File: config.mk
export PLATFORM = sky130hd
export DESIGN_NAME = mfir_bank
export DESIGN_NICKNAME = d
export VERILOG_FILES = /design/src/logic/mfir_pkg.sv /design/src/logic/mfir_reg8.sv /design/src/logic/mfir_bank.sv
export SDC_FILE = /design/constraint.sdc
export NUM_CORES = 1
export LEC_CHECK = 0
export BUFFER_PORTS_ARGS = -buffer_cell sky130_fd_sc_hd__buf_2
export CAP_MARGIN = 20
export CORE_UTILIZATION = 57
export CTS_BUF_LIST = sky130_fd_sc_hd__clkbuf_8 sky130_fd_sc_hd__clkbuf_16
export CTS_CLUSTER_SIZE = 14
export DETAILED_ROUTE_END_ITERATION = 10
export PLACE_DENSITY = 0.87
export SLEW_MARGIN = 10
export SYNTH_ARGS = -nofsm -noshare
export SYNTH_HDL_FRONTEND = slang
export SYNTH_SLANG_ARGS = --single-unit
export TNS_END_PERCENT = 1
File: constraint.sdc
create_clock -name clk_i -period 3.5 [get_ports clk_i]
set_input_delay 0.175 -clock clk_i [delete_from_list [all_inputs] [get_ports clk_i]]
set_output_delay 0.175 -clock clk_i [all_outputs]
set_load 0.01 [all_outputs]
File: src/logic/mfir_pkg.sv
// constants shared by the multi-function interrupt register bank
package mfir_pkg;

    localparam int          NREG       = 7;
    localparam int          NGRP       = 6;
    localparam int          EVT_W      = 26;
    localparam int          ADDR_W     = 6;
    localparam logic [7:0]  RST_REG    = 8'h00;
    localparam logic [5:0]  RST_GRP    = 6'h00;

    // register index 0 is the upper primary register, 1..6 groups 0..5
    localparam int          IDX_UPPER  = 0;
    localparam logic [6:0][5:0] REG_OFF = {
        6'h18, 6'h14, 6'h10, 6'h0C, 6'h08, 6'h04, 6'h00};
    localparam logic [5:0]  OFF_STATUS = 6'h1C;
    localparam logic [5:0]  OFF_MASK   = 6'h20;

    // upper primary register fields
    localparam int          UP_G5_FLAG = 7;
    localparam int          UP_G4_FLAG = 6;
    localparam int          UP_T4_FLAG = 5;
    localparam int          UP_T3_FLAG = 4;
    localparam int          UP_G5_EN   = 3;
    localparam int          UP_G4_EN   = 2;
    localparam int          UP_T4_EN   = 1;
    localparam int          UP_T3_EN   = 0;

    // implemented bits per register, unimplemented bits read zero
    localparam logic [6:0][7:0] IMPL_MASK = {
        8'h33, 8'hFF, 8'hFF, 8'h77, 8'hFF, 8'hFF, 8'hFF};
    // flag bits that a hardware event may set
    localparam logic [6:0][7:0] SET_MASK = {
        8'h30, 8'hA0, 8'hF0, 8'h70, 8'hE0, 8'hA0, 8'hF0};
    // registers present in the smaller and the larger variant
    localparam logic [6:0]  PRES_SMALL = 7'h1E;
    localparam logic [6:0]  PRES_LARGE = 7'h7F;

    typedef enum logic {
        MFIR_IDLE  = 1'b0,
        MFIR_RDWAIT = 1'b1
    } mfir_bus_t;

    // any source flag whose paired enable is set; flag 4+k pairs with k
    function automatic logic mfir_gated_any(
        input logic [7:0] r,
        input logic [7:0] m);
        mfir_gated_any = |(r[7:4] & r[3:0] & m[7:4]);
    endfunction : mfir_gated_any

endpackage : mfir_pkg

File: src/logic/mfir_reg8.sv
// one 8-bit flag and enable register with hardware set inputs
`timescale 1ns/100ps
module mfir_reg8
    import mfir_pkg::*;
#(
    parameter logic [7:0] IMPL = 8'hFF,
    parameter logic [7:0] SETM = 8'h00
) (
    input  wire logic       clk_i,
    input  wire logic       rst_n_i,
    input  wire logic       wr_en_i,
    input  wire logic [7:0] wdata_i,
    input  wire logic [7:0] set_i,
    output logic      [7:0] q_o
);

    logic [7:0] set_bits;

    // only implemented, event-capable flags take a hardware set
    assign set_bits = set_i & SETM & IMPL;

    // a set in the same cycle as a software clear wins
    always_ff @(posedge clk_i) begin
        if (!rst_n_i) begin
            q_o <= RST_REG;
        end else if (wr_en_i) begin
            q_o <= (wdata_i & IMPL) | set_bits;
        end else begin
            q_o <= q_o | set_bits;
        end
    end

endmodule : mfir_reg8

File: src/logic/mfir_bank.sv
// multi-function interrupt register bank with an AHB-Lite slave
//
// Overview of operation
// upper register: group 5 flag bit 7, enable bit 3, one is active.
// upper register: group 4 flag bit 6, enable bit 2.
// upper register: touch 4 and 3 flags bits 5,4; enables 1,0.
// group 0 register: touch 1 counter 7/3, touch 0 counter 5/1.
// software writes zero to reserved bits 6,4,2,0 of touch registers.
// group 1 register: timer 0 A flag 7, P flag 6, enables 3,2.
// group 1 register: touch 2 counter flag 5, enable 1.
// group 2 register: timer 1 B, A, P flags 6..4, enables 2..0.
// group 2 register bits 7 and 3 always read zero.
// group 3 register flags: eeprom 7, low volt 6, ext 5, base 4.
// group 3 register enables: eeprom 3, low volt 2, ext 1, base 0.
// group 4 register: touch 4 counter 7/3, touch 3 counter 5/1.
// upper, group 4 and group 5 registers exist in large variant only.
// group 5 register: timer 2 A/P flags 5,4; bits 7,6,3,2 read zero.
// a group flag sets when one of its source flags becomes set.
// flags set regardless of enable; request needs enable and global.
// all bits reset to zero and are freely read and written; unimplemented bits read zero and ignore writes.
// registers for groups 0..5 feed groups 0..5, gated by enables.
//
// Decided for this implementation: the register offsets and the AHB-Lite slave port.
`timescale 1ns/100ps
module mfir_bank
    import mfir_pkg::*;
#(
    parameter bit LARGE = 1'b1
) (
    input  wire logic             clk_i,
    input  wire logic             rst_n_i,
    // ahb-lite slave
    input  wire logic             hsel_i,
    input  wire logic [ADDR_W-1:0] haddr_i,
    input  wire logic [1:0]       htrans_i,
    input  wire logic             hwrite_i,
    input  wire logic [2:0]       hsize_i,
    input  wire logic [31:0]      hwdata_i,
    input  wire logic             hready_i,
    output logic      [31:0]      hrdata_o,
    output logic                  hreadyout_o,
    output logic                  hresp_o,
    // peripheral source events, one-cycle pulses
    input  wire logic [EVT_W-1:0] evt_i,
    // global enable from the lower primary registers
    input  wire logic             global_irq_en_i,
    // group 0..3 flag set pulses to the lower primary registers
    output logic      [3:0]       group_set_o,
    // requests: group5, group4, touch4, touch3
    output logic      [3:0]       cpu_req_o,
    output logic                  irq_o
);

    localparam logic [6:0] PRESENT = LARGE ? PRES_LARGE : PRES_SMALL;

    logic [NREG-1:0][7:0] regs;
    logic [NREG-1:0][7:0] set_vec;
    logic [NREG-1:0]      wr_en;
    logic [NGRP-1:0]      grp_any;
    logic [NGRP-1:0]      grp_any_d;
    logic [NGRP-1:0]      grp_rise;
    logic [NGRP-1:0]      status;
    logic [NGRP-1:0]      mask;
    logic [NGRP-1:0]      next_status;
    logic                 acc;
    logic                 dp_wr;
    logic                 dp_rd;
    logic [ADDR_W-1:0]    dp_addr;
    logic                 wr_now;
    logic [7:0]           wbyte;
    logic [31:0]          next_rdata;
    mfir_bus_t            bus_st;

    // address phase accepted when selected, active and bus ready
    assign acc    = hsel_i & htrans_i[1] & hready_i;
    assign wr_now = dp_wr & hready_i;
    assign wbyte  = hwdata_i[7:0];

    // data phase bookkeeping, reloaded whenever the bus is ready
    always_ff @(posedge clk_i) begin
        if (!rst_n_i) begin
            dp_wr   <= 1'b0;
            dp_rd   <= 1'b0;
            dp_addr <= '0;
        end else if (hready_i) begin
            dp_wr   <= acc & hwrite_i;
            dp_rd   <= acc & ~hwrite_i;
            dp_addr <= haddr_i;
        end
    end

    // reads take one wait state so they see completed writes
    always_ff @(posedge clk_i) begin
        if (!rst_n_i) begin
            bus_st <= MFIR_IDLE;
        end else begin
            unique case (bus_st)
                MFIR_IDLE: begin
                    if (dp_rd) begin
                        bus_st <= MFIR_RDWAIT;
                    end
                end
                MFIR_RDWAIT: begin
                    bus_st <= MFIR_IDLE;
                end
            endcase
        end
    end

    assign hreadyout_o = !(dp_rd && bus_st == MFIR_IDLE);
    assign hresp_o     = 1'b0;

    // read mux; absent registers and holes read zero
    always_comb begin
        next_rdata = 32'h0000_0000;
        for (int r = 0; r < NREG; r++) begin
            if (dp_addr == REG_OFF[r] && PRESENT[r]) begin
                next_rdata[7:0] = regs[r];
            end
        end
        if (dp_addr == OFF_STATUS) begin
            next_rdata[NGRP-1:0] = status;
        end
        if (dp_addr == OFF_MASK) begin
            next_rdata[NGRP-1:0] = mask;
        end
    end

    // read data loaded in the wait cycle
    always_ff @(posedge clk_i) begin
        if (!rst_n_i) begin
            hrdata_o <= 32'h0000_0000;
        end else if (dp_rd && bus_st == MFIR_IDLE) begin
            hrdata_o <= next_rdata;
        end
    end

    // write strobes; absent registers ignore writes
    always_comb begin
        for (int r = 0; r < NREG; r++) begin
            wr_en[r] = wr_now && dp_addr == REG_OFF[r]
                       && PRESENT[r];
        end
    end

    // hardware set vectors: event k of a register sets flag bit 4+k
    always_comb begin
        set_vec[0] = {grp_rise[5], grp_rise[4],
                      evt_i[1:0], 4'h0};
        for (int r = 1; r < NREG; r++) begin
            set_vec[r] = {evt_i[4*r+1 -: 4], 4'h0};
        end
        for (int r = 0; r < NREG; r++) begin
            set_vec[r] = set_vec[r] & {8{PRESENT[r]}};
        end
    end

    // register cells; masks place flags, enables and zero bits
    for (genvar r = 0; r < NREG; r++) begin : g_reg
        mfir_reg8 #(
            .IMPL (IMPL_MASK[r]),
            .SETM (SET_MASK[r])
        ) u_reg (
            .clk_i   (clk_i),
            .rst_n_i (rst_n_i),
            .wr_en_i (wr_en[r]),
            .wdata_i (wbyte),      // reserved bits stored as written
            .set_i   (set_vec[r]),
            .q_o     (regs[r])
        );
    end

    // group g combines register g+1 flags gated by their enables
    always_comb begin
        for (int g = 0; g < NGRP; g++) begin
            grp_any[g] = mfir_gated_any(regs[g+1], SET_MASK[g+1])
                         & PRESENT[g+1];
        end
    end

    assign grp_rise = grp_any & ~grp_any_d;

    // previous combined level for edge detection
    always_ff @(posedge clk_i) begin
        if (!rst_n_i) begin
            grp_any_d <= RST_GRP;
        end else begin
            grp_any_d <= grp_any;
        end
    end

    // pulse lower group flags 0..3 when a group rises
    always_ff @(posedge clk_i) begin
        if (!rst_n_i) begin
            group_set_o <= 4'h0;
        end else begin
            group_set_o <= grp_rise[3:0];
        end
    end

    // upper sources request only with own enable and global enable
    always_ff @(posedge clk_i) begin
        if (!rst_n_i) begin
            cpu_req_o <= 4'h0;
        end else begin
            cpu_req_o <= {regs[IDX_UPPER][UP_G5_FLAG]
                              & regs[IDX_UPPER][UP_G5_EN],
                          regs[IDX_UPPER][UP_G4_FLAG]
                              & regs[IDX_UPPER][UP_G4_EN],
                          regs[IDX_UPPER][UP_T4_FLAG]
                              & regs[IDX_UPPER][UP_T4_EN],
                          regs[IDX_UPPER][UP_T3_FLAG]
                              & regs[IDX_UPPER][UP_T3_EN]}
                         & {4{global_irq_en_i}};
        end
    end

    // sticky group status, write one to clear, set wins
    always_comb begin
        next_status = status;
        if (wr_now && dp_addr == OFF_STATUS) begin
            next_status = status & ~wbyte[NGRP-1:0];
        end
        next_status = next_status | grp_rise;
    end

    always_ff @(posedge clk_i) begin
        if (!rst_n_i) begin
            status <= RST_GRP;
        end else begin
            status <= next_status;
        end
    end

    // interrupt mask register
    always_ff @(posedge clk_i) begin
        if (!rst_n_i) begin
            mask <= RST_GRP;
        end else if (wr_now && dp_addr == OFF_MASK) begin
            mask <= wbyte[NGRP-1:0];
        end
    end

    // level interrupt while any unmasked status bit is set
    always_ff @(posedge clk_i) begin
        if (!rst_n_i) begin
            irq_o <= 1'b0;
        end else begin
            irq_o <= |(next_status & mask);
        end
    end
endmodule : mfir_bank

==> results.toml <==
[placement]
buffer_ports.inserted = 56
place.detailed.hpwl_mm = 8.04
place.gp.congestion = 0.904
dp_cells = 603

[sta]
finalHoldViolCount = 0
fmax_mhz = 409
final_min_period_over_clock_period = 0.698
worst_slew_pin_slew_ps = 813
clock_skew_ps = 4.97
timing_max_transition_violations_final = 0
hold_ws_ps = 15.8
grt_setup_unrepaired = "no"
max_slew_margin = 0.458
setup_viol_count_final = 0
tns_ps = 0
layout_min_cycle_time_ps = 2440

[cts]
postCtsSetupRepairBufs = 0
cts.sink_count = 94
path_clk_slew_ps = 90
ctsHoldBuffers = 0
clk_latency_ps = 360
cts_tree = "built"
cts_repair_resize_count = 0
cts-root-buf = "clkbuf_8"
max-clock-path-buffers = 2
cts-buffers-inserted = 9
cts-htree-levels = 3

[detailed_routing]
final_antenna_net_count = 0
number_of_vias_in_the_routed_layout = 3621
drt_first_pass_iters = 6
postRouteWirelength_mm = 11.2
drcViolationCount = 0
vias_per_cell = 5.87
number_of_drc_violations_after_detailed_routing_iteration_0 = 298
detail_route.wl_per_cell_um = 18.2

[yosys]
yosys.cell_types.count = 47
synth_top_flop_cell = "dfxtp_1"
synth-async-reset-ratio = 0
synth_cells = 468
synth.avg_cell_area_um2 = 9.61
yosysSeqAreaShare = 0.418
synth_edf_count = 0
flip_flop_and_latch_count_after_synthesis = 94
yosys_warnings = 0
syn_std_cell_area_um2 = 4500

[worst_setup_path]
setup.worst_path.end_class = "flop"
crit_path_max_fanout = 14
worst_ep_arrival_time_ps = 2700
setup.worst_path.start_class = "flop"
setup.worst_path.class = "reg -> reg"
worst_ep_required_time_ps = 3760

[grt]
number_of_antenna_violations_at_the_first_check_in_global_routing = 0
grt-busiest-layer = "met2"
grt_util_met3 = 0.0513
grt_pass1_vias = 3411
grt_pass1_wl_mm = 18.0
global_route.usage.total = 0.287
grt.overflow.total = 0
largest_net_degree_at_the_start_of_global_routing = 86
grt_met1_usage = 0.381
use_met2 = 0.450

[die]
floorplan.die.height_um = 90.8
design.core.area_um2 = 7690
floorplan.die_area_um2 = 8250
start_util = 0.585
chipWidth_um = 90.8
rows = 32
top_level_ports = 118

[pwr]
ir_drop_uv = 265
cellPowerDensity_nw_per_um2 = 426
leakage_nw = 2.01

[final_layout]
fraction_of_layout_cells_with_a_size_suffix_above_1 = 0.217
final_net_count = 587
synthToLayoutAreaGrowth_pct = 10.4
layout.area.seq_um2 = 1880
most-common-layout-cells = "94 x dfxtp_1, 56 x buf_2, 45 x nor2b_1"
fill_cells = 646
multiInputGateArea_um2 = 2360
n_antenna_cell = 0
final_cells = 617
most_common_cell_after_layout_fill_and_taps_aside = "dfxtp_1"

[run_status]
outcome = "complete, no violations"

[job]
maxCapViolCount = 0

[hold_path]
worst_hold_path_type = "in -> reg"
==> worst max-delay path, cell delays in order, from the launching register on <==
cell and delay, ps:
dfxtp_1 390, or3_4 460, nor3_4 510, and3_1 440
mux2_2 370, o21a_1 160
==> kinds of logic after synthesis <==
group | synth area share
AO/OA/AOI/OAI | 0.163
buffers and inverters | 0.0757
flip-flops | 0.418
multiplexers | 0.161
other | 0.000834
AND/OR/NAND/NOR | 0.181
==> routing by layer <==
metal | part of all wire | up-vias
met2 | 0.45 | 167
met5 | 0 | -
li1 | - | 1707
met1 | 0.44 | 1719
met4 | 0.036 | 0
met3 | 0.071 | 28
==> flip-flops by register name, indices dropped and copies added, names as in the netlist <==
register,count
grp_any_d,6
status,6
mask,6
hrdata_o,8
group_set_o,4
dp_wr,1
g.u_reg.q_o,50
dp_addr,6
bus_st,1
irq_o,1
cpu_req_o,4
dp_rd,1
==> power breakdown <==
| group | switching, mW | internal [mW] |
|---|---|---|
| clock | 0.368 | 0.435 |
| sequential | 0.0253 | 1.09 |
| combinational | 0.114 | 0.0815 |
| total | 0.507 | 1.61 |
==> cell type report <==
cell class / instances / share of cell area
Clock buffer: 11 / 0.0305
Clock inverter: 3 / 0.0139
Inverter: 8 / 0.00605
Multi-Input combinational cell: 335 / 0.476
Sequential cell: 94 / 0.379
Tap cell: 102 / 0.0257
Timing Repair Buffer: 64 / 0.0685
==> cells in the mapped netlist, types with 4 or more instances <==
cell type	count	area [um2]
mux2i_1	42	420
a22oi_1	9	67.6
buf_4	26	195
buf_2	5	25.0
a31oi_1	5	31.3
and3_1	7	43.8
and2_1	5	31.3
a221oi_1	4	35.0
nand2_1	30	113
o2bb2ai_1	6	52.6
dfxtp_1	94	1880
a22o_1	4	35.0
o21ai_0	16	80.1
o21a_1	25	188
nand2b_1	4	25.0
a21boi_0	13	97.6
nor2b_1	45	282
nor2_1	12	45.0
nand3_1	22	110
mux2_2	21	236
a21oi_1	5	25.0
clkbuf_1	21	78.8
inv_1	7	26.3
==> worst paths after layout <==
check                                        startpoint                               end  slack, ps  cells after the start
worst max-delay path            dp_addr[5]$_SDFFE_PN0P_  g_reg[3].u_reg.q_o[6]$_SDFF_PN0_       1060                      5
worst min-delay path                           evt_i[1]  g_reg[0].u_reg.q_o[5]$_SDFF_PN0_         20                      2
worst max register to register  dp_addr[5]$_SDFFE_PN0P_  g_reg[3].u_reg.q_o[6]$_SDFF_PN0_       1060                      5
worst min register to register  grp_any_d[0]$_SDFF_PN0_         group_set_o[0]$_SDFF_PN0_        420                      1
==> through the flow <==
stage	setup WS, ps	util	total power [mW]	cell area, um2
floorplan	1600	-	1.28	4590
detailed placement	1110	0.617	1.33	4740
global route	953	0.646	2.19	4960
CTS	1100	0.646	2.12	4960
finish	1060	0.646	2.11	4960
global placement	1130	0.617	1.33	4740
No activity file was read; power rests on OpenSTA's default activity.
